## src/rtl/mrs_pkg.sv

```systemverilog
package mrs_pkg;

    // ------------------------------------------------------------
    // apb register map (byte addresses)
    // ------------------------------------------------------------
    localparam int APB_AW = 8;
    localparam logic [7:0] ADDR_EXEC = 8'h00;
    localparam logic [7:0] ADDR_ACCUM = 8'h04;
    localparam logic [7:0] ADDR_STATUS = 8'h08;
    localparam logic [7:0] ADDR_OPTION = 8'h0C;
    localparam logic [7:0] ADDR_PC = 8'h10;
    localparam logic [7:0] ADDR_STACK_TOP = 8'h14;
    localparam logic [7:0] ADDR_FILE_ADDR = 8'h18;
    localparam logic [7:0] ADDR_FILE_DATA = 8'h1C;
    localparam logic [7:0] ADDR_WDOG = 8'h20;

    // ------------------------------------------------------------
    // instruction word fields
    // ------------------------------------------------------------
    localparam int OP_LSB = 0;
    localparam int OP_W = 3;
    localparam int FADDR_LSB = 8;
    localparam int FADDR_W = 5;
    localparam int DEST_BIT = 13;
    localparam int LIT_LSB = 16;
    localparam int DATA_W = 8;
    localparam int PC_W = 9;

    // ------------------------------------------------------------
    // status register bit positions
    // ------------------------------------------------------------
    localparam int ST_CARRY = 0;
    localparam int ST_ZERO = 1;
    localparam int ST_SLEEP_ENTERED_N = 2;
    localparam int ST_TIMEOUT = 3;
    localparam int ST_PIN_WAKE = 4;
    localparam int ST_BUSY = 5;
    localparam int ST_ASLEEP = 6;

    // ------------------------------------------------------------
    // reset values and watchdog widths
    // ------------------------------------------------------------
    localparam logic [7:0] RST_ACCUM = 8'h00;
    localparam logic [7:0] RST_OPTION = 8'hFF;
    localparam logic [8:0] RST_PC = 9'h000;
    localparam logic [8:0] RST_STACK_TOP = 9'h000;
    localparam logic [4:0] RST_FILE_ADDR = 5'h00;
    localparam logic RST_TIMEOUT = 1'b1;
    localparam logic RST_SLEEP_ENTERED_N = 1'b1;
    localparam int WDOG_PRESC_W = 8;
    localparam int WDOG_CNT_W = 8;

    typedef enum logic [2:0] {
        MRS_OP_NOP,
        MRS_OP_STORE_ACCUM_TO_FILE,
        MRS_OP_COPY_FILE_TO_DEST,
        MRS_OP_LOAD_LITERAL_ACCUM,
        MRS_OP_OPTION_LOAD,
        MRS_OP_RETURN_WITH_LITERAL,
        MRS_OP_SLEEP,
        MRS_OP_ROTATE_LEFT_CARRY
    } mrs_op_t;

    typedef enum logic [1:0] {
        MRS_ST_IDLE,
        MRS_ST_RET2,
        MRS_ST_SLEEP
    } mrs_state_t;

endpackage

```

## src/rtl/mrs_regfile.sv

```systemverilog
`timescale 1ns/1ps
`default_nettype none

module mrs_regfile #(
    parameter int DEPTH = 32,
    parameter int WIDTH = 8
) (
    input wire logic pclk,
    input wire logic ce,
    input wire logic we,
    input wire logic [$clog2(DEPTH)-1:0] waddr,
    input wire logic [WIDTH-1:0] wdata,
    input wire logic [$clog2(DEPTH)-1:0] raddr,
    output logic [WIDTH-1:0] rdata
);

    // ------------------------------------------------------------
    // storage
    // ------------------------------------------------------------
    // data is not reset: file contents are undefined after power-up
    logic [WIDTH-1:0] mem [DEPTH];

    always_ff @(posedge pclk) begin
        if (ce && we) begin
            mem[waddr] <= wdata;
        end
    end

    // combinational read so an instruction sees its operand in the issue cycle
    assign rdata = mem[raddr];

endmodule // mrs_regfile

`default_nettype wire

```

## src/rtl/mrs_watchdog.sv

```systemverilog
`timescale 1ns/1ps
`default_nettype none

module mrs_watchdog #(
    parameter int PRESC_W = 8,
    parameter int CNT_W = 8
) (
    input wire logic pclk,
    input wire logic presetn,
    input wire logic ce,
    input wire logic clear,
    output logic [CNT_W-1:0] count,
    output logic overflow
);

    // ------------------------------------------------------------
    // prescaler and counter
    // ------------------------------------------------------------
    logic [PRESC_W-1:0] presc_reg;
    logic [PRESC_W-1:0] presc_next;
    logic [CNT_W-1:0] count_reg;
    logic [CNT_W-1:0] count_next;
    logic ovf_reg;
    logic ovf_next;

    always_comb begin
        presc_next = presc_reg + 1'b1;
        count_next = count_reg;
        ovf_next = 1'b0;
        if (clear) begin
            presc_next = '0;
            count_next = '0;
        end else if (&presc_reg) begin
            count_next = count_reg + 1'b1;
            ovf_next = &count_reg;
        end
    end

    always_ff @(posedge pclk or negedge presetn) begin
        if (!presetn) begin
            presc_reg <= '0;
            count_reg <= '0;
            ovf_reg <= 1'b0;
        end else if (ce) begin
            presc_reg <= presc_next;
            count_reg <= count_next;
            ovf_reg <= ovf_next;
        end
    end

    assign count = count_reg;
    assign overflow = ovf_reg;

endmodule // mrs_watchdog

`default_nettype wire

```

## src/rtl/mrs_exec.sv

```systemverilog
// Function
// RQ1 - store: accumulator copied to file register 0..31, flags untouched
// RQ2 - copy: file value goes to accumulator if dest 0, back to file if 1
// RQ3 - copy: zero flag follows the moved value, usable as zero test
// RQ4 - load literal: 8-bit immediate into accumulator, flags untouched
// RQ5 - option load: accumulator into timer configuration register, flags untouched
// RQ6 - return: literal into accumulator, program counter reloaded from stack top
// RQ7 - return takes two cycles and changes no status flag
// RQ8 - sleep clears the watchdog counter and its prescaler
// RQ9 - sleep sets timeout flag, clears sleep_entered_n, keeps pin wake flag
// RQ10 - after sleep updates, core halts oscillator and sleeps
// RQ11 - rotate left through carry, only carry changes among flags
// RQ12 - rotate result to accumulator if dest 0, to file if 1
// RQ13 - copy sets zero flag when moved value is zero, else clears it
`timescale 1ns/1ps
`default_nettype none

module mrs_exec #(
    parameter int FILE_DEPTH = 32,
    parameter int WDOG_PRESC = mrs_pkg::WDOG_PRESC_W,
    parameter int WDOG_CNT = mrs_pkg::WDOG_CNT_W
) (
    input wire logic pclk,
    input wire logic presetn,
    input wire logic ce,
    input wire logic psel,
    input wire logic penable,
    input wire logic pwrite,
    input wire logic [mrs_pkg::APB_AW-1:0] paddr,
    input wire logic [31:0] pwdata,
    output logic pready,
    output logic [31:0] prdata,
    output logic pslverr,
    input wire logic wake_pin,
    output logic osc_halt,
    output logic [7:0] option_value,
    output logic [8:0] pc_value
);

    // ------------------------------------------------------------
    // apb decode
    // ------------------------------------------------------------
    mrs_pkg::mrs_state_t state_reg, state_next;
    logic exec_hit, mapped, stall, bus_fire, exec_fire;
    logic [2:0] op_bits;
    mrs_pkg::mrs_op_t op;
    logic [4:0] fa;
    logic dest;
    logic [7:0] lit;

    assign exec_hit = (paddr == mrs_pkg::ADDR_EXEC);
    assign mapped = exec_hit || (paddr == mrs_pkg::ADDR_ACCUM) ||
        (paddr == mrs_pkg::ADDR_STATUS) || (paddr == mrs_pkg::ADDR_OPTION) ||
        (paddr == mrs_pkg::ADDR_PC) || (paddr == mrs_pkg::ADDR_STACK_TOP) ||
        (paddr == mrs_pkg::ADDR_FILE_ADDR) || (paddr == mrs_pkg::ADDR_FILE_DATA) ||
        (paddr == mrs_pkg::ADDR_WDOG);
    // a new instruction waits out the second cycle of a return
    assign stall = exec_hit && pwrite && (state_reg == mrs_pkg::MRS_ST_RET2);
    assign pready = ce && psel && penable && !stall;
    // instructions are refused while asleep: the oscillator is meant to be off
    assign pslverr = pready && (!mapped ||
        (exec_hit && pwrite && state_reg == mrs_pkg::MRS_ST_SLEEP));
    assign bus_fire = pready && pwrite && !pslverr;
    assign exec_fire = bus_fire && exec_hit;

    assign op_bits = pwdata[mrs_pkg::OP_LSB +: mrs_pkg::OP_W];
    assign op = mrs_pkg::mrs_op_t'(op_bits);
    assign fa = pwdata[mrs_pkg::FADDR_LSB +: mrs_pkg::FADDR_W];
    assign dest = pwdata[mrs_pkg::DEST_BIT];
    assign lit = pwdata[mrs_pkg::LIT_LSB +: mrs_pkg::DATA_W];

    // ------------------------------------------------------------
    // core state
    // ------------------------------------------------------------
    logic [7:0] accum_reg, accum_next, option_reg, option_next;
    logic [8:0] pc_reg, pc_next, stack_top_reg, stack_top_next;
    logic [4:0] file_addr_reg, file_addr_next;
    logic [31:0] instr_reg, instr_next, prdata_reg, prdata_next;
    logic carry_reg, carry_next, zero_reg, zero_next;
    logic timeout_flag_reg, timeout_flag_next;
    logic sleep_entered_n_reg, sleep_entered_n_next;
    logic pin_wake_flag_reg, pin_wake_flag_next;
    logic rf_we, wdog_clear, wdog_ovf;
    logic [4:0] rf_waddr, rf_raddr;
    logic [7:0] rf_wdata, rf_rdata, rot;
    logic [WDOG_CNT-1:0] wdog_count;
    logic [31:0] status_word;

    assign rf_raddr = exec_hit ? fa : file_addr_reg;
    assign rot = {rf_rdata[6:0], carry_reg};

    always_comb begin
        state_next = state_reg;
        accum_next = accum_reg;
        option_next = option_reg;
        pc_next = pc_reg;
        stack_top_next = stack_top_reg;
        file_addr_next = file_addr_reg;
        instr_next = instr_reg;
        carry_next = carry_reg;
        zero_next = zero_reg;
        timeout_flag_next = timeout_flag_reg;
        sleep_entered_n_next = sleep_entered_n_reg;
        pin_wake_flag_next = pin_wake_flag_reg;
        rf_we = 1'b0;
        rf_waddr = fa;
        rf_wdata = accum_reg;
        wdog_clear = 1'b0;
        // plain software writes first, so hardware updates below win
        if (bus_fire && !exec_hit) begin
            case (paddr)
                mrs_pkg::ADDR_ACCUM: accum_next = pwdata[7:0];
                mrs_pkg::ADDR_STATUS: begin
                    carry_next = pwdata[mrs_pkg::ST_CARRY];
                    zero_next = pwdata[mrs_pkg::ST_ZERO];
                    pin_wake_flag_next = pwdata[mrs_pkg::ST_PIN_WAKE];
                end
                mrs_pkg::ADDR_PC: pc_next = pwdata[8:0];
                mrs_pkg::ADDR_STACK_TOP: stack_top_next = pwdata[8:0];
                mrs_pkg::ADDR_FILE_ADDR: file_addr_next = pwdata[4:0];
                mrs_pkg::ADDR_FILE_DATA: begin
                    rf_we = 1'b1;
                    rf_waddr = file_addr_reg;
                    rf_wdata = pwdata[7:0];
                end
                default: ;
            endcase
        end
        case (state_reg)
            mrs_pkg::MRS_ST_IDLE: begin
                if (exec_fire) begin
                    instr_next = pwdata;
                    pc_next = pc_reg + 9'h001;
                    case (op)
                        mrs_pkg::MRS_OP_STORE_ACCUM_TO_FILE: begin
                            rf_we = 1'b1; // RQ1
                        end
                        mrs_pkg::MRS_OP_COPY_FILE_TO_DEST: begin
                            if (dest) begin
                                rf_we = 1'b1; // RQ2
                                rf_wdata = rf_rdata;
                            end else begin
                                accum_next = rf_rdata; // RQ2
                            end
                            zero_next = (rf_rdata == 8'h00); // RQ3 RQ13
                        end
                        mrs_pkg::MRS_OP_LOAD_LITERAL_ACCUM: accum_next = lit; // RQ4
                        mrs_pkg::MRS_OP_OPTION_LOAD: option_next = accum_reg; // RQ5
                        mrs_pkg::MRS_OP_RETURN_WITH_LITERAL: begin
                            accum_next = lit; // RQ6
                            state_next = mrs_pkg::MRS_ST_RET2; // RQ7
                        end
                        mrs_pkg::MRS_OP_SLEEP: begin
                            wdog_clear = 1'b1; // RQ8
                            timeout_flag_next = 1'b1; // RQ9
                            sleep_entered_n_next = 1'b0; // RQ9
                            state_next = mrs_pkg::MRS_ST_SLEEP; // RQ10
                        end
                        mrs_pkg::MRS_OP_ROTATE_LEFT_CARRY: begin
                            carry_next = rf_rdata[7]; // RQ11
                            if (dest) begin
                                rf_we = 1'b1; // RQ12
                                rf_wdata = rot;
                            end else begin
                                accum_next = rot; // RQ12
                            end
                        end
                        default: ;
                    endcase
                end
            end
            mrs_pkg::MRS_ST_RET2: begin
                pc_next = stack_top_reg; // RQ6 RQ7
                state_next = mrs_pkg::MRS_ST_IDLE;
            end
            mrs_pkg::MRS_ST_SLEEP: begin
                // a watchdog overflow while asleep is a timeout wake-up
                if (wdog_ovf) begin
                    timeout_flag_next = 1'b0;
                    state_next = mrs_pkg::MRS_ST_IDLE;
                end else if (wake_pin) begin
                    pin_wake_flag_next = 1'b1;
                    state_next = mrs_pkg::MRS_ST_IDLE;
                end
            end
            default: state_next = mrs_pkg::MRS_ST_IDLE;
        endcase
    end

    always_ff @(posedge pclk or negedge presetn) begin
        if (!presetn) begin
            state_reg <= mrs_pkg::MRS_ST_IDLE;
            accum_reg <= mrs_pkg::RST_ACCUM;
            option_reg <= mrs_pkg::RST_OPTION;
            pc_reg <= mrs_pkg::RST_PC;
            stack_top_reg <= mrs_pkg::RST_STACK_TOP;
            file_addr_reg <= mrs_pkg::RST_FILE_ADDR;
            instr_reg <= 32'h00000000;
            carry_reg <= 1'b0;
            zero_reg <= 1'b0;
            timeout_flag_reg <= mrs_pkg::RST_TIMEOUT;
            sleep_entered_n_reg <= mrs_pkg::RST_SLEEP_ENTERED_N;
            pin_wake_flag_reg <= 1'b0;
        end else if (ce) begin
            state_reg <= state_next;
            accum_reg <= accum_next;
            option_reg <= option_next;
            pc_reg <= pc_next;
            stack_top_reg <= stack_top_next;
            file_addr_reg <= file_addr_next;
            instr_reg <= instr_next;
            carry_reg <= carry_next;
            zero_reg <= zero_next;
            timeout_flag_reg <= timeout_flag_next;
            sleep_entered_n_reg <= sleep_entered_n_next;
            pin_wake_flag_reg <= pin_wake_flag_next;
        end
    end

    // ------------------------------------------------------------
    // read data, captured in the setup cycle so prdata is a flop
    // ------------------------------------------------------------
    always_comb begin
        status_word = 32'h00000000;
        status_word[mrs_pkg::ST_CARRY] = carry_reg;
        status_word[mrs_pkg::ST_ZERO] = zero_reg;
        status_word[mrs_pkg::ST_SLEEP_ENTERED_N] = sleep_entered_n_reg;
        status_word[mrs_pkg::ST_TIMEOUT] = timeout_flag_reg;
        status_word[mrs_pkg::ST_PIN_WAKE] = pin_wake_flag_reg;
        status_word[mrs_pkg::ST_BUSY] = (state_reg == mrs_pkg::MRS_ST_RET2);
        status_word[mrs_pkg::ST_ASLEEP] = (state_reg == mrs_pkg::MRS_ST_SLEEP);
        prdata_next = prdata_reg;
        if (psel && !penable) begin
            case (paddr)
                mrs_pkg::ADDR_EXEC: prdata_next = instr_reg;
                mrs_pkg::ADDR_ACCUM: prdata_next = {24'h000000, accum_reg};
                mrs_pkg::ADDR_STATUS: prdata_next = status_word;
                mrs_pkg::ADDR_OPTION: prdata_next = {24'h000000, option_reg};
                mrs_pkg::ADDR_PC: prdata_next = {23'h000000, pc_reg};
                mrs_pkg::ADDR_STACK_TOP: prdata_next = {23'h000000, stack_top_reg};
                mrs_pkg::ADDR_FILE_ADDR: prdata_next = {27'h0000000, file_addr_reg};
                mrs_pkg::ADDR_FILE_DATA: prdata_next = {24'h000000, rf_rdata};
                mrs_pkg::ADDR_WDOG: prdata_next = 32'(wdog_count);
                default: prdata_next = 32'h00000000;
            endcase
        end
    end

    always_ff @(posedge pclk or negedge presetn) begin
        if (!presetn) begin
            prdata_reg <= 32'h00000000;
        end else if (ce) begin
            prdata_reg <= prdata_next;
        end
    end

    assign prdata = prdata_reg;
    assign osc_halt = (state_reg == mrs_pkg::MRS_ST_SLEEP);
    assign option_value = option_reg;
    assign pc_value = pc_reg;

    // ------------------------------------------------------------
    // file registers and watchdog
    // ------------------------------------------------------------
    mrs_regfile #(.DEPTH(FILE_DEPTH), .WIDTH(mrs_pkg::DATA_W)) u_regfile (
        .pclk(pclk),
        .ce(ce),
        .we(rf_we),
        .waddr(rf_waddr),
        .wdata(rf_wdata),
        .raddr(rf_raddr),
        .rdata(rf_rdata)
    );

    mrs_watchdog #(.PRESC_W(WDOG_PRESC), .CNT_W(WDOG_CNT)) u_watchdog (
        .pclk(pclk),
        .presetn(presetn),
        .ce(ce),
        .clear(wdog_clear && ce),
        .count(wdog_count),
        .overflow(wdog_ovf)
    );
endmodule // mrs_exec

`default_nettype wire

```

## config.mk

```make
export PLATFORM = sky130hd
export DESIGN_NAME = mrs_exec
export DESIGN_NICKNAME = d
export VERILOG_FILES = /design/src/rtl/mrs_pkg.sv /design/src/rtl/mrs_regfile.sv /design/src/rtl/mrs_watchdog.sv /design/src/rtl/mrs_exec.sv
export SDC_FILE = /design/constraint.sdc
export NUM_CORES = 1
export LEC_CHECK = 0
export BUFFER_PORTS_ARGS = -buffer_cell sky130_fd_sc_hd__buf_4
export CORE_ASPECT_RATIO = 0.5
export CORE_MARGIN = 8
export CORE_UTILIZATION = 45
export DETAILED_ROUTE_END_ITERATION = 8
export PLACE_DENSITY = 0.73
export RECOVER_POWER = 100
export SYNTH_ARGS = -nofsm -noshare
export SYNTH_HDL_FRONTEND = slang
export SYNTH_HIERARCHICAL = 1
export SYNTH_SLANG_ARGS = --single-unit
```

## constraint.sdc

```tcl
create_clock -name pclk -period 5.35 [get_ports pclk]
set_input_delay 0.8025 -clock pclk [delete_from_list [all_inputs] [get_ports pclk]]
set_output_delay 0.8025 -clock pclk [all_outputs]
set_load 0.05 [all_outputs]
```

* Word level (Yosys, flattened, before mapping)
Memory sizes are Yosys's and may differ from the RTL's.
Index checks and enable logic that the tools add are counted.
** Cells by class
- Add/subtract/negate cells :: 3
- Equal/unequal tests :: 22
- Mux-type cells :: 62
- Reduce and logical (&&, ||, !) cells :: 46
** Operators by type and width (number)
- $pmux W32 S9 :: 1
- $mux W8 :: 15
- $eq A8 B5 Y1 const B :: 4
- $mux W1 :: 30
- $mux W9 :: 3
- $pmux W8 S3 :: 1
- $pmux W9 S2 :: 1
- $add A8 B1 Y8 const B :: 2
- $eq A8 B4 Y1 const B :: 2
- $logic_not A8 Y1 :: 2
- $pmux W8 S2 :: 1
- $reduce_and A8 Y1 :: 2
- $mux W5 :: 3
- $logic_and A1 B1 Y1 :: 14
- $eq A3 B3 Y1 const B :: 4
- $reduce_and A4 Y1 :: 3
- $add A9 B1 Y9 const B :: 1
- $logic_or A1 B1 Y1 :: 9
- $reduce_and A3 Y1 :: 3
- $eq A8 B3 Y1 const B :: 1
- $eq A8 B6 Y1 const B :: 1
- $pmux W2 S2 :: 2
- $eq A3 B2 Y1 const B :: 2
- $mux W2 :: 3
- 14 further kinds :: 23
** Storage, ports and cells
- Flip-flop bits (word level) :: 127
- RAM bits :: 256
- Bits of input ports :: 47
- Output and inout port bits :: 52
- Word-level logic and storage cells :: 150
- Memories :: 1
** Memory list
- u_regfile.mem :: words 32, bits a word 8, read ports 1, clocked after memory_dff 0, write ports 1, RTL line mrs_regfile.sv:21 : logic [WIDTH-1:0] mem [DEPTH];

* Logic depth before layout (Yosys ltp)
Gate-level depths: netlist of run 1.
- Depth in word-level cells :: 23
- Mapped depth :: 16
- Gate-level depth less buffers :: 12

* Modules after synthesis
The synthesis of run 1 kept the hierarchy.
** By module, submodules not included
- mrs_regfile :: instances 1, cells each 410, area each 9898.2 um^2, sequential area each 7687.4 um^2
- mrs_exec :: instances 1, cells each 679, area each 6197.2 um^2, sequential area each 2765.2 um^2
- mrs_watchdog :: instances 1, cells each 94, area each 933.4 um^2, sequential area each 425.4 um^2

* Worst setup path before layout of run 1
OpenSTA, ideal clock, no wires.
- Kind :: in2reg
- Start point :: in paddr[3] in the netlist's numbering
- End point :: mem u_regfile.mem[0][6], data pin
- Library setup time :: 0.398 ns
- Arrival time :: 4.552 ns
- Data required time :: 4.952 ns
- Path slack :: 0.400 ns
- Stages :: 15
- Buffers on the path :: 4
- Cells stage by stage :: buf_2 or4_1 clkbuf_1 nor2_1 nand2_1 nand2_1 clkbuf_1 buf_1 mux4_2 mux4_2 mux2_2 nor2b_1 o22ai_1 a21boi_0 a31oi_1
** On the way
- Elaborated cells on any way between the ends :: 40
- Classes of those cells :: eq/ne: 8; mux: 8; reduce/logical: 23; memory: 1
** RTL lines
- start, declared :: RTL line mrs_exec.sv:29 : input wire logic [mrs_pkg::APB_AW-1:0] paddr,
- $logic_not A8 Y1 :: RTL line mrs_exec.sv:51 : assign exec_hit = (paddr == mrs_pkg::ADDR_EXEC);
- $mux W5 :: RTL line mrs_exec.sv:89 : assign rf_raddr = exec_hit ? fa : file_addr_reg;
- via rf_raddr[2] :: RTL line mrs_exec.sv:84 : logic [4:0] rf_waddr, rf_raddr;
- $mem_v2 Z32 W8
- via rf_rdata[5] :: RTL line mrs_exec.sv:85 : logic [7:0] rf_wdata, rf_rdata, rot;
- $mux W8 :: RTL line mrs_exec.sv:161 : if (dest) begin
- $pmux W8 S2 :: RTL line mrs_exec.sv:134 : case (op)
- $mux W8 :: RTL line mrs_exec.sv:131 : if (exec_fire) begin
- $mux W8 :: RTL line mrs_exec.sv:129 : case (state_reg)
- via rf_wdata[6] :: RTL line mrs_exec.sv:85
- end, declared :: RTL line mrs_regfile.sv:21
The timed path passes the listed nets, and every way through them passes these cells.

* Worst setup path in the final report of run 1
- Start point :: in paddr[5] in the netlist's numbering
- End point :: mem u_regfile.mem[8][2], data pin
** On the way
- Elaborated cells on any way between the ends :: 40
- Classes of those cells :: eq/ne: 8; mux: 8; reduce/logical: 23; memory: 1
** RTL lines
- $logic_not A8 Y1 :: RTL line mrs_exec.sv:51
- $mux W5 :: RTL line mrs_exec.sv:89
- via rf_raddr[2] :: RTL line mrs_exec.sv:84
- $mem_v2 Z32 W8
- via rf_rdata[2] :: RTL line mrs_exec.sv:85
- $mux W8 :: RTL line mrs_exec.sv:139 : if (dest) begin
- $pmux W8 S2 :: RTL line mrs_exec.sv:134
- $mux W8 :: RTL line mrs_exec.sv:131
- $mux W8 :: RTL line mrs_exec.sv:129
- via rf_wdata[2] :: RTL line mrs_exec.sv:85
The timed path passes the listed nets, and every way through them passes these cells.

==> results of run 1 <==
==> cells in the mapped netlist, types with 12 or more instances <==
cell type,count,share of area [%]
nor2_1,65,1.4
edfxtp_1,256,45
dfrtp_1,117,17
a21oi_1,35,1.0
o21ai_0,29,0.85
a22o_1,32,1.6
nand2_1,175,3.9
clkbuf_1,40,0.88
nand3_1,32,0.94
mux4_2,85,11
o22ai_1,15,0.55
mux2_2,31,2.0
inv_1,12,0.26
nor2b_1,19,0.70
a22oi_1,27,1.2
buf_1,13,0.29
==> cells by family after synthesis <==
logic type / share of synthesized area [%]
flops: 63.9
simple gates: 10.3
compound gates: 8.61
mux: 14.5
buf+inv: 2.12
xor+xnor: 0.360
fa+ha+maj: 0.220
==> worst max-delay path, cell delays in order <==
cell and delay [ns]:
clkbuf_1 0.27, or4_1 0.60, nor2_1 0.25, clkbuf_1 0.38
nand2_1 0.12, nand2_2 0.15, buf_12 0.24, mux4_2 0.28
mux4_2 0.25, mux2_1 0.34, nor2b_1 0.13, o22ai_1 0.18
a2bb2oi_1 0.11, a21oi_2 0.92
==> power by group through the flow <==
stage / registers, uW / logic [uW] / clock network, uW
6_report: 3230 / 381 / 2580
5_1_grt: 3240 / 413 / 2720
4_1_cts: 3230 / 393 / 2620
3_5_place_dp: 3290 / 392 / 0
3_3_place_gp: 3290 / 378 / 0
2_1_floorplan: 3320 / 207 / 0
==> per-layer routing <==
layer / track usage [%] / vias up / part of all wire [%]
met5: 0 / - / 0.028
met2: 33.1 / 643 / 48
met1: 27.2 / 5795 / 40
met3: 4.41 / 125 / 9.2
li1: - / 4805 / -
met4: 5.86 / 2 / 2.8
==> how the worst min path moves through the flow <==
stage	from	end	cells past startpoint
floorplan	instr_reg[7]	instr_reg[7]	2
global placement	instr_reg[12]	instr_reg[12]	2
global route	pwdata[31]	instr_reg[31]	3
detailed placement	instr_reg[7]	instr_reg[7]	2
CTS	pwdata[30]	instr_reg[30]	3
finish	pwdata[30]	instr_reg[30]	3
==> layout make-up <==
class	instances	area, sq um	share of cell area (%)
Clock inverter	10	110	0.568
Multi-Input combinational cell	718	5810	30.0
Timing Repair Buffer	137	828	4.27
Inverter	12	45.0	0.232
Tap cell	494	618	3.19
Clock buffer	56	1100	5.66
Sequential cell	383	10900	56.1
==> per-stage QoR <==
step / hold WS [ns] / instance area, sq um
after floorplan: 0.438 / 17000
after global placement: 0.458 / 18500
after detailed placement: 0.462 / 18500
after CTS: 0.444 / 19700
after global routing: 0.449 / 19400
final: 0.463 / 19400
==> flow_summary_export.csv, run 1 <==
group,metric,value,unit
outcome,status,"finished with violations",
outcome,violations,"max-capacitance violations, max-slew violations",
sta,fin_crit,4.87,ns
sta,worst_pin_slew,4.20,ns
finish,final_cell_mix,"edfxtp_1, nand2_1, dfrtp_1",
sta,max_freq,205,MHz
pwr,switching_power,1400,uW
placement,port_buffers,98,
pwr,power_frac_seq,52.2,%
worst_setup_path,cp-end-kind,"flip-flop",
synth,syn_area,17000,sq um
global_routing,grt_antenna_before_repair,1,
worst_setup_path,worst_r2r_path_depth,7,
pwr,power.density,319,nW/um^2
clocking,cts-resized-gates,0,
global_routing,grt_util_all_layers,20.2,%
sta,slew_viol_final,163,
finish,layout_commonest_cell,"edfxtp_1",
routing,drt_iter0_drc,1305,
synth,ys.flop_type,"edfxtp_1",
finish,drive_above_1_share,20.5,%
global_routing,grt-ovfl-total,0,
sta,fin_setup_tns,0,ns
finish,num-fill-cells,2998,
sta,fin_ws,0.480,ns
floorplanning,die_w,291,um
sta,timing.final.crit_share,91.0,%
synth,synth.distinct_cells,73,
pwr,p_comb_share,6.2,%
synth,ys_warn_count,6,
routing,vias,11400,
global_routing,grt_pass1_wl,70800,um
routing,drcViolationCount,0,
worst_hold_path,worstHoldPathType,"input pin to flip-flop",
finish,antenna_cells,0,
floorplanning,core,37300,sq um
floorplanning,rows,50,
worst_setup_path,r2r_slack,1.06,ns
clocking,clock_path_buffers,3,
sta,rsz0062_at_grt,"false",
placement,hpwl,30900,um
worst_setup_path,cp_max_fo,32,
clocking,cts_inserted_buffers,36,
clocking,cts_max_level,2,
clocking,cts_hold_buffers,0,
global_routing,grt_max_degree,78,
sta,fin_skew,0.0219,ns
routing,wirelength,46400,um
pwr,clockPowerShare,41.6,%
worst_setup_path,reg2reg_to,"u_regfile/mem[6][0]",
pwr,vdd.ir_drop.worst,193,uV
clocking,path_clk_slew,0.06,ns
clocking,cts.sinks,383,
finish,final_util,51.9,%
worst_setup_path,arrival,5.02,ns
clocking,cts_root_buffer,"clkbuf_16",
flow_run,drv_cap,3,
worst_setup_path,worstSetupStartpoint,"paddr[5]",
clocking,clk_latency,0.55,ns
placement,place_ws,0.167,ns
routing,vias_per_cell,6.28,
finish,fin_nets,1338,
synth,syn_inst,1183,
global_routing,first_global_vias,11400,
floorplanning,boundaryPins,99,
worst_setup_path,path_class,"input pin to flip-flop",
floorplanning,die_y,154,um
placement,place.detailed.instances,1744,
worst_setup_path,r2r_start,"state_reg[0]",
placement,place.gp.congestion,0.940,
pwr,finalPower,6190,uW
clocking,postCtsSetupBuffers,0,
worst_setup_path,setup.worst_path.end,"u_regfile/mem[8][2]",
routing,ant_nets,0,
routing,routedWlPerCell,25.6,um
worst_setup_path,crit_required,5.50,ns
sta,relSlewSlack,-180,%
worst_setup_path,start_kind,"input pin",
synth,ys_seq_elements,383,
synth,ys_async_sr_fraction,33.2,%
finish,stdcell_count,1810,
routing,drtPass1Iterations,7,
finish,largest_register_ffs,256,
pwr,p_int,4790,uW
synth,syn_area_per_cell,14.4,sq um
synth,synth-edff-count,256,
clocking,cts_tree,"done",
sta,setup_viol,0,
synth,yosysSeqAreaShare,63.9,%
floorplanning,initial_utilization,45.6,%
synth,synth_nets,1233,
pwr,p_sw_share,22.6,%
sta,hold_violations,0,
pwr,p_leak,0.00698,uW
floorplanning,die_area,44700,sq um
finish,syn2layout_area_growth,13.8,%
Power figures use the tool's default switching activity.
==> run 2, diff against run 1 <==
--- a/config.mk
+++ b/config.mk
@@ -7,11 +7,12 @@
 export LEC_CHECK = 0
 export BUFFER_PORTS_ARGS = -buffer_cell sky130_fd_sc_hd__buf_4
 export CORE_ASPECT_RATIO = 0.5
-export CORE_MARGIN = 8
+export CORE_MARGIN = 4
 export CORE_UTILIZATION = 45
 export DETAILED_ROUTE_END_ITERATION = 8
 export PLACE_DENSITY = 0.73
 export RECOVER_POWER = 100
+export SLEW_MARGIN = 10
 export SYNTH_ARGS = -nofsm -noshare
 export SYNTH_HDL_FRONTEND = slang
 export SYNTH_HIERARCHICAL = 1
==> run 2 against run 1 <==
The run still ends with max-capacitance violations, max-slew violations left. Count of clock-buffer cells in the layout shrank 11. Largest cell class unchanged. Critical endpoint is now prdata[4]. Non-clock buffer count shrank 8. Cell area fell by 0.83%. Cell count decreased by 0.72%. Worst hold slack improved by 0.0035 ns. Clock power down 7%. Fmax is 0.65% higher. Register-to-register slack improved by 0.11 ns.
==> flow_summary_export.csv, run 2 (same netlist as run 1, synthesis figures left out) <==
group,metric,value,unit
placement,place.detailed.instances,1736,
sta,hold_violations,0,
finish,post-route-cell-area,19200,sq um
floorplanning,die_w,283,um
worst_setup_path,worstSetupStartpoint,"paddr[5]",
floorplanning,rows,50,
sta,timing.final.crit_share,90.4,%
clocking,clk_latency,0.54,ns
routing,vias,11100,
clocking,cts_root_buffer,"clkbuf_16",
clocking,clock_path_buffers,3,
clocking,cts-resized-gates,0,
sta,setup_viol,0,
placement,port_buffers,98,
finish,fin_nets,1329,
global_routing,grt_util_all_layers,21.7,%
finish,syn2layout_area_growth,12.9,%
global_routing,grt-ovfl-total,0,
routing,routedWlPerCell,25.1,um
sta,slew_viol_final,143,
worst_setup_path,cp_max_fo,45,
clocking,cts_max_level,2,
worst_setup_path,crit_required,5.77,ns
finish,layout_commonest_cell,"edfxtp_1",
outcome,violations,"max-capacitance violations, max-slew violations",
global_routing,grt_pass1_wl,69800,um
worst_setup_path,reg2reg_to,"u_regfile/mem[23][0]",
routing,ant_nets,0,
routing,drt_iter0_drc,1378,
routing,wirelength,45200,um
finish,largest_register_ffs,256,
global_routing,grt_antenna_before_repair,0,
pwr,vdd.ir_drop.worst,174,uV
placement,place_ws,0.224,ns
routing,vias_per_cell,6.20,
worst_setup_path,path_class,"input pin to flip-flop",
floorplanning,boundaryPins,99,
sta,fin_ws,0.511,ns
worst_setup_path,setup.worst_path.end,"prdata[4]",
clocking,cts_tree,"done",
floorplanning,die_area,41200,sq um
routing,drtPass1Iterations,6,
finish,drive_above_1_share,20.1,%
worst_setup_path,arrival,5.25,ns
global_routing,first_global_vias,11200,
sta,fin_setup_tns,0,ns
sta,worst_pin_slew,3.04,ns
finish,final_cell_mix,"edfxtp_1, nand2_1, dfrtp_1",
sta,relSlewSlack,-102,%
finish,num-fill-cells,3106,
flow_run,drv_cap,5,
sta,fin_skew,0.0221,ns
sta,max_freq,207,MHz
worst_hold_path,worstHoldPathType,"input pin to flip-flop",
placement,place.gp.congestion,0.938,
global_routing,grt_max_degree,58,
worst_setup_path,cp-end-kind,"flip-flop",
worst_setup_path,start_kind,"input pin",
sta,fin_crit,4.84,ns
floorplanning,initial_utilization,45.6,%
floorplanning,core,37300,sq um
finish,stdcell_count,1797,
finish,antenna_cells,0,
placement,hpwl,29700,um
clocking,postCtsSetupBuffers,0,
clocking,cts_hold_buffers,0,
worst_setup_path,r2r_start,"state_reg[0]",
clocking,cts_inserted_buffers,35,
pwr,p_leak,0.00687,uW
worst_setup_path,worst_r2r_path_depth,7,
worst_setup_path,r2r_slack,1.17,ns
placement,placed_area,18400,sq um
routing,drcViolationCount,0,
sta,rsz0062_at_grt,"false",
outcome,status,"finished with violations",
pwr,finalPower,6010,uW
clocking,path_clk_slew,0.07,ns
pwr,power.density,313,nW/um^2
clocking,cts.sinks,383,
floorplanning,die_y,146,um
==> run 2: changes by cell type in the layout (fill, tap and decap cells not counted), sizes merged <==
cell / change
bufinv: +1
clkinvlp: +4
inv: +2
buf: -3
clkbuf: -16
clkinv: -1
==> run 2: metrics by stage <==
step	hold slack, ns	util [%]
2_1_floorplan	0.438	-
3_3_place_gp	0.458	49.3
3_5_place_dp	0.464	49.3
4_1_cts	0.353	52.1
5_1_grt	0.462	51.5
6_report	0.467	51.5
==> run 2: critical path, stage by stage <==
cell      delay (ns)
clkbuf_1        0.27
or4_1           0.73
nor2_1          0.26
clkbuf_1        0.34
nand2_1         0.09
nand2_1         0.13
buf_12          0.27
mux4_2          0.37
mux4_2          0.53
mux2_1          0.46
mux4_2          0.54
a31oi_1         0.29
a21oi_1         0.11
==> run 2: where the power goes <==
part | internal [uW] | total (uW) | leakage [uW] | switching (uW)
sequential | 3180 | 3230 | 0.00401 | 52.9
clock | 1330 | 2400 | 0.000510 | 1070
combinational | 136 | 379 | 0.00236 | 243
==> run 2: layout make-up <==
class | count | area (sq um) | share of cell area (%)
tap | 494 | 618 | 3.22
timing repair buffer | 129 | 776 | 4.04
sequential | 383 | 10900 | 56.6
clock buffer | 45 | 923 | 4.80
inverter | 12 | 45.0 | 0.234
multi-input combinational | 718 | 5830 | 30.3
clock inverter | 16 | 150 | 0.781
==> run 2: worst min-delay path by stage <==
stage	from	to	slack, ns	depth (start not counted)
after floorplan	instr_reg[7]	instr_reg[7]	0.44	2
after global placement	instr_reg[8]	instr_reg[8]	0.46	2
after detailed placement	instr_reg[8]	instr_reg[8]	0.46	2
after CTS	presetn	prdata[2]	0.35	1
after global routing	pwdata[15]	instr_reg[15]	0.46	3
final	pwdata[15]	instr_reg[15]	0.47	3
==> run 2: per-layer routing <==
| metal | track usage, % | part of all wire, % |
|---|---|---|
| met5 | 0 | 0 |
| met1 | 30.4 | 41 |
| met4 | 5.76 | 2.4 |
| met2 | 35.1 | 48 |
| met3 | 4.29 | 8.1 |
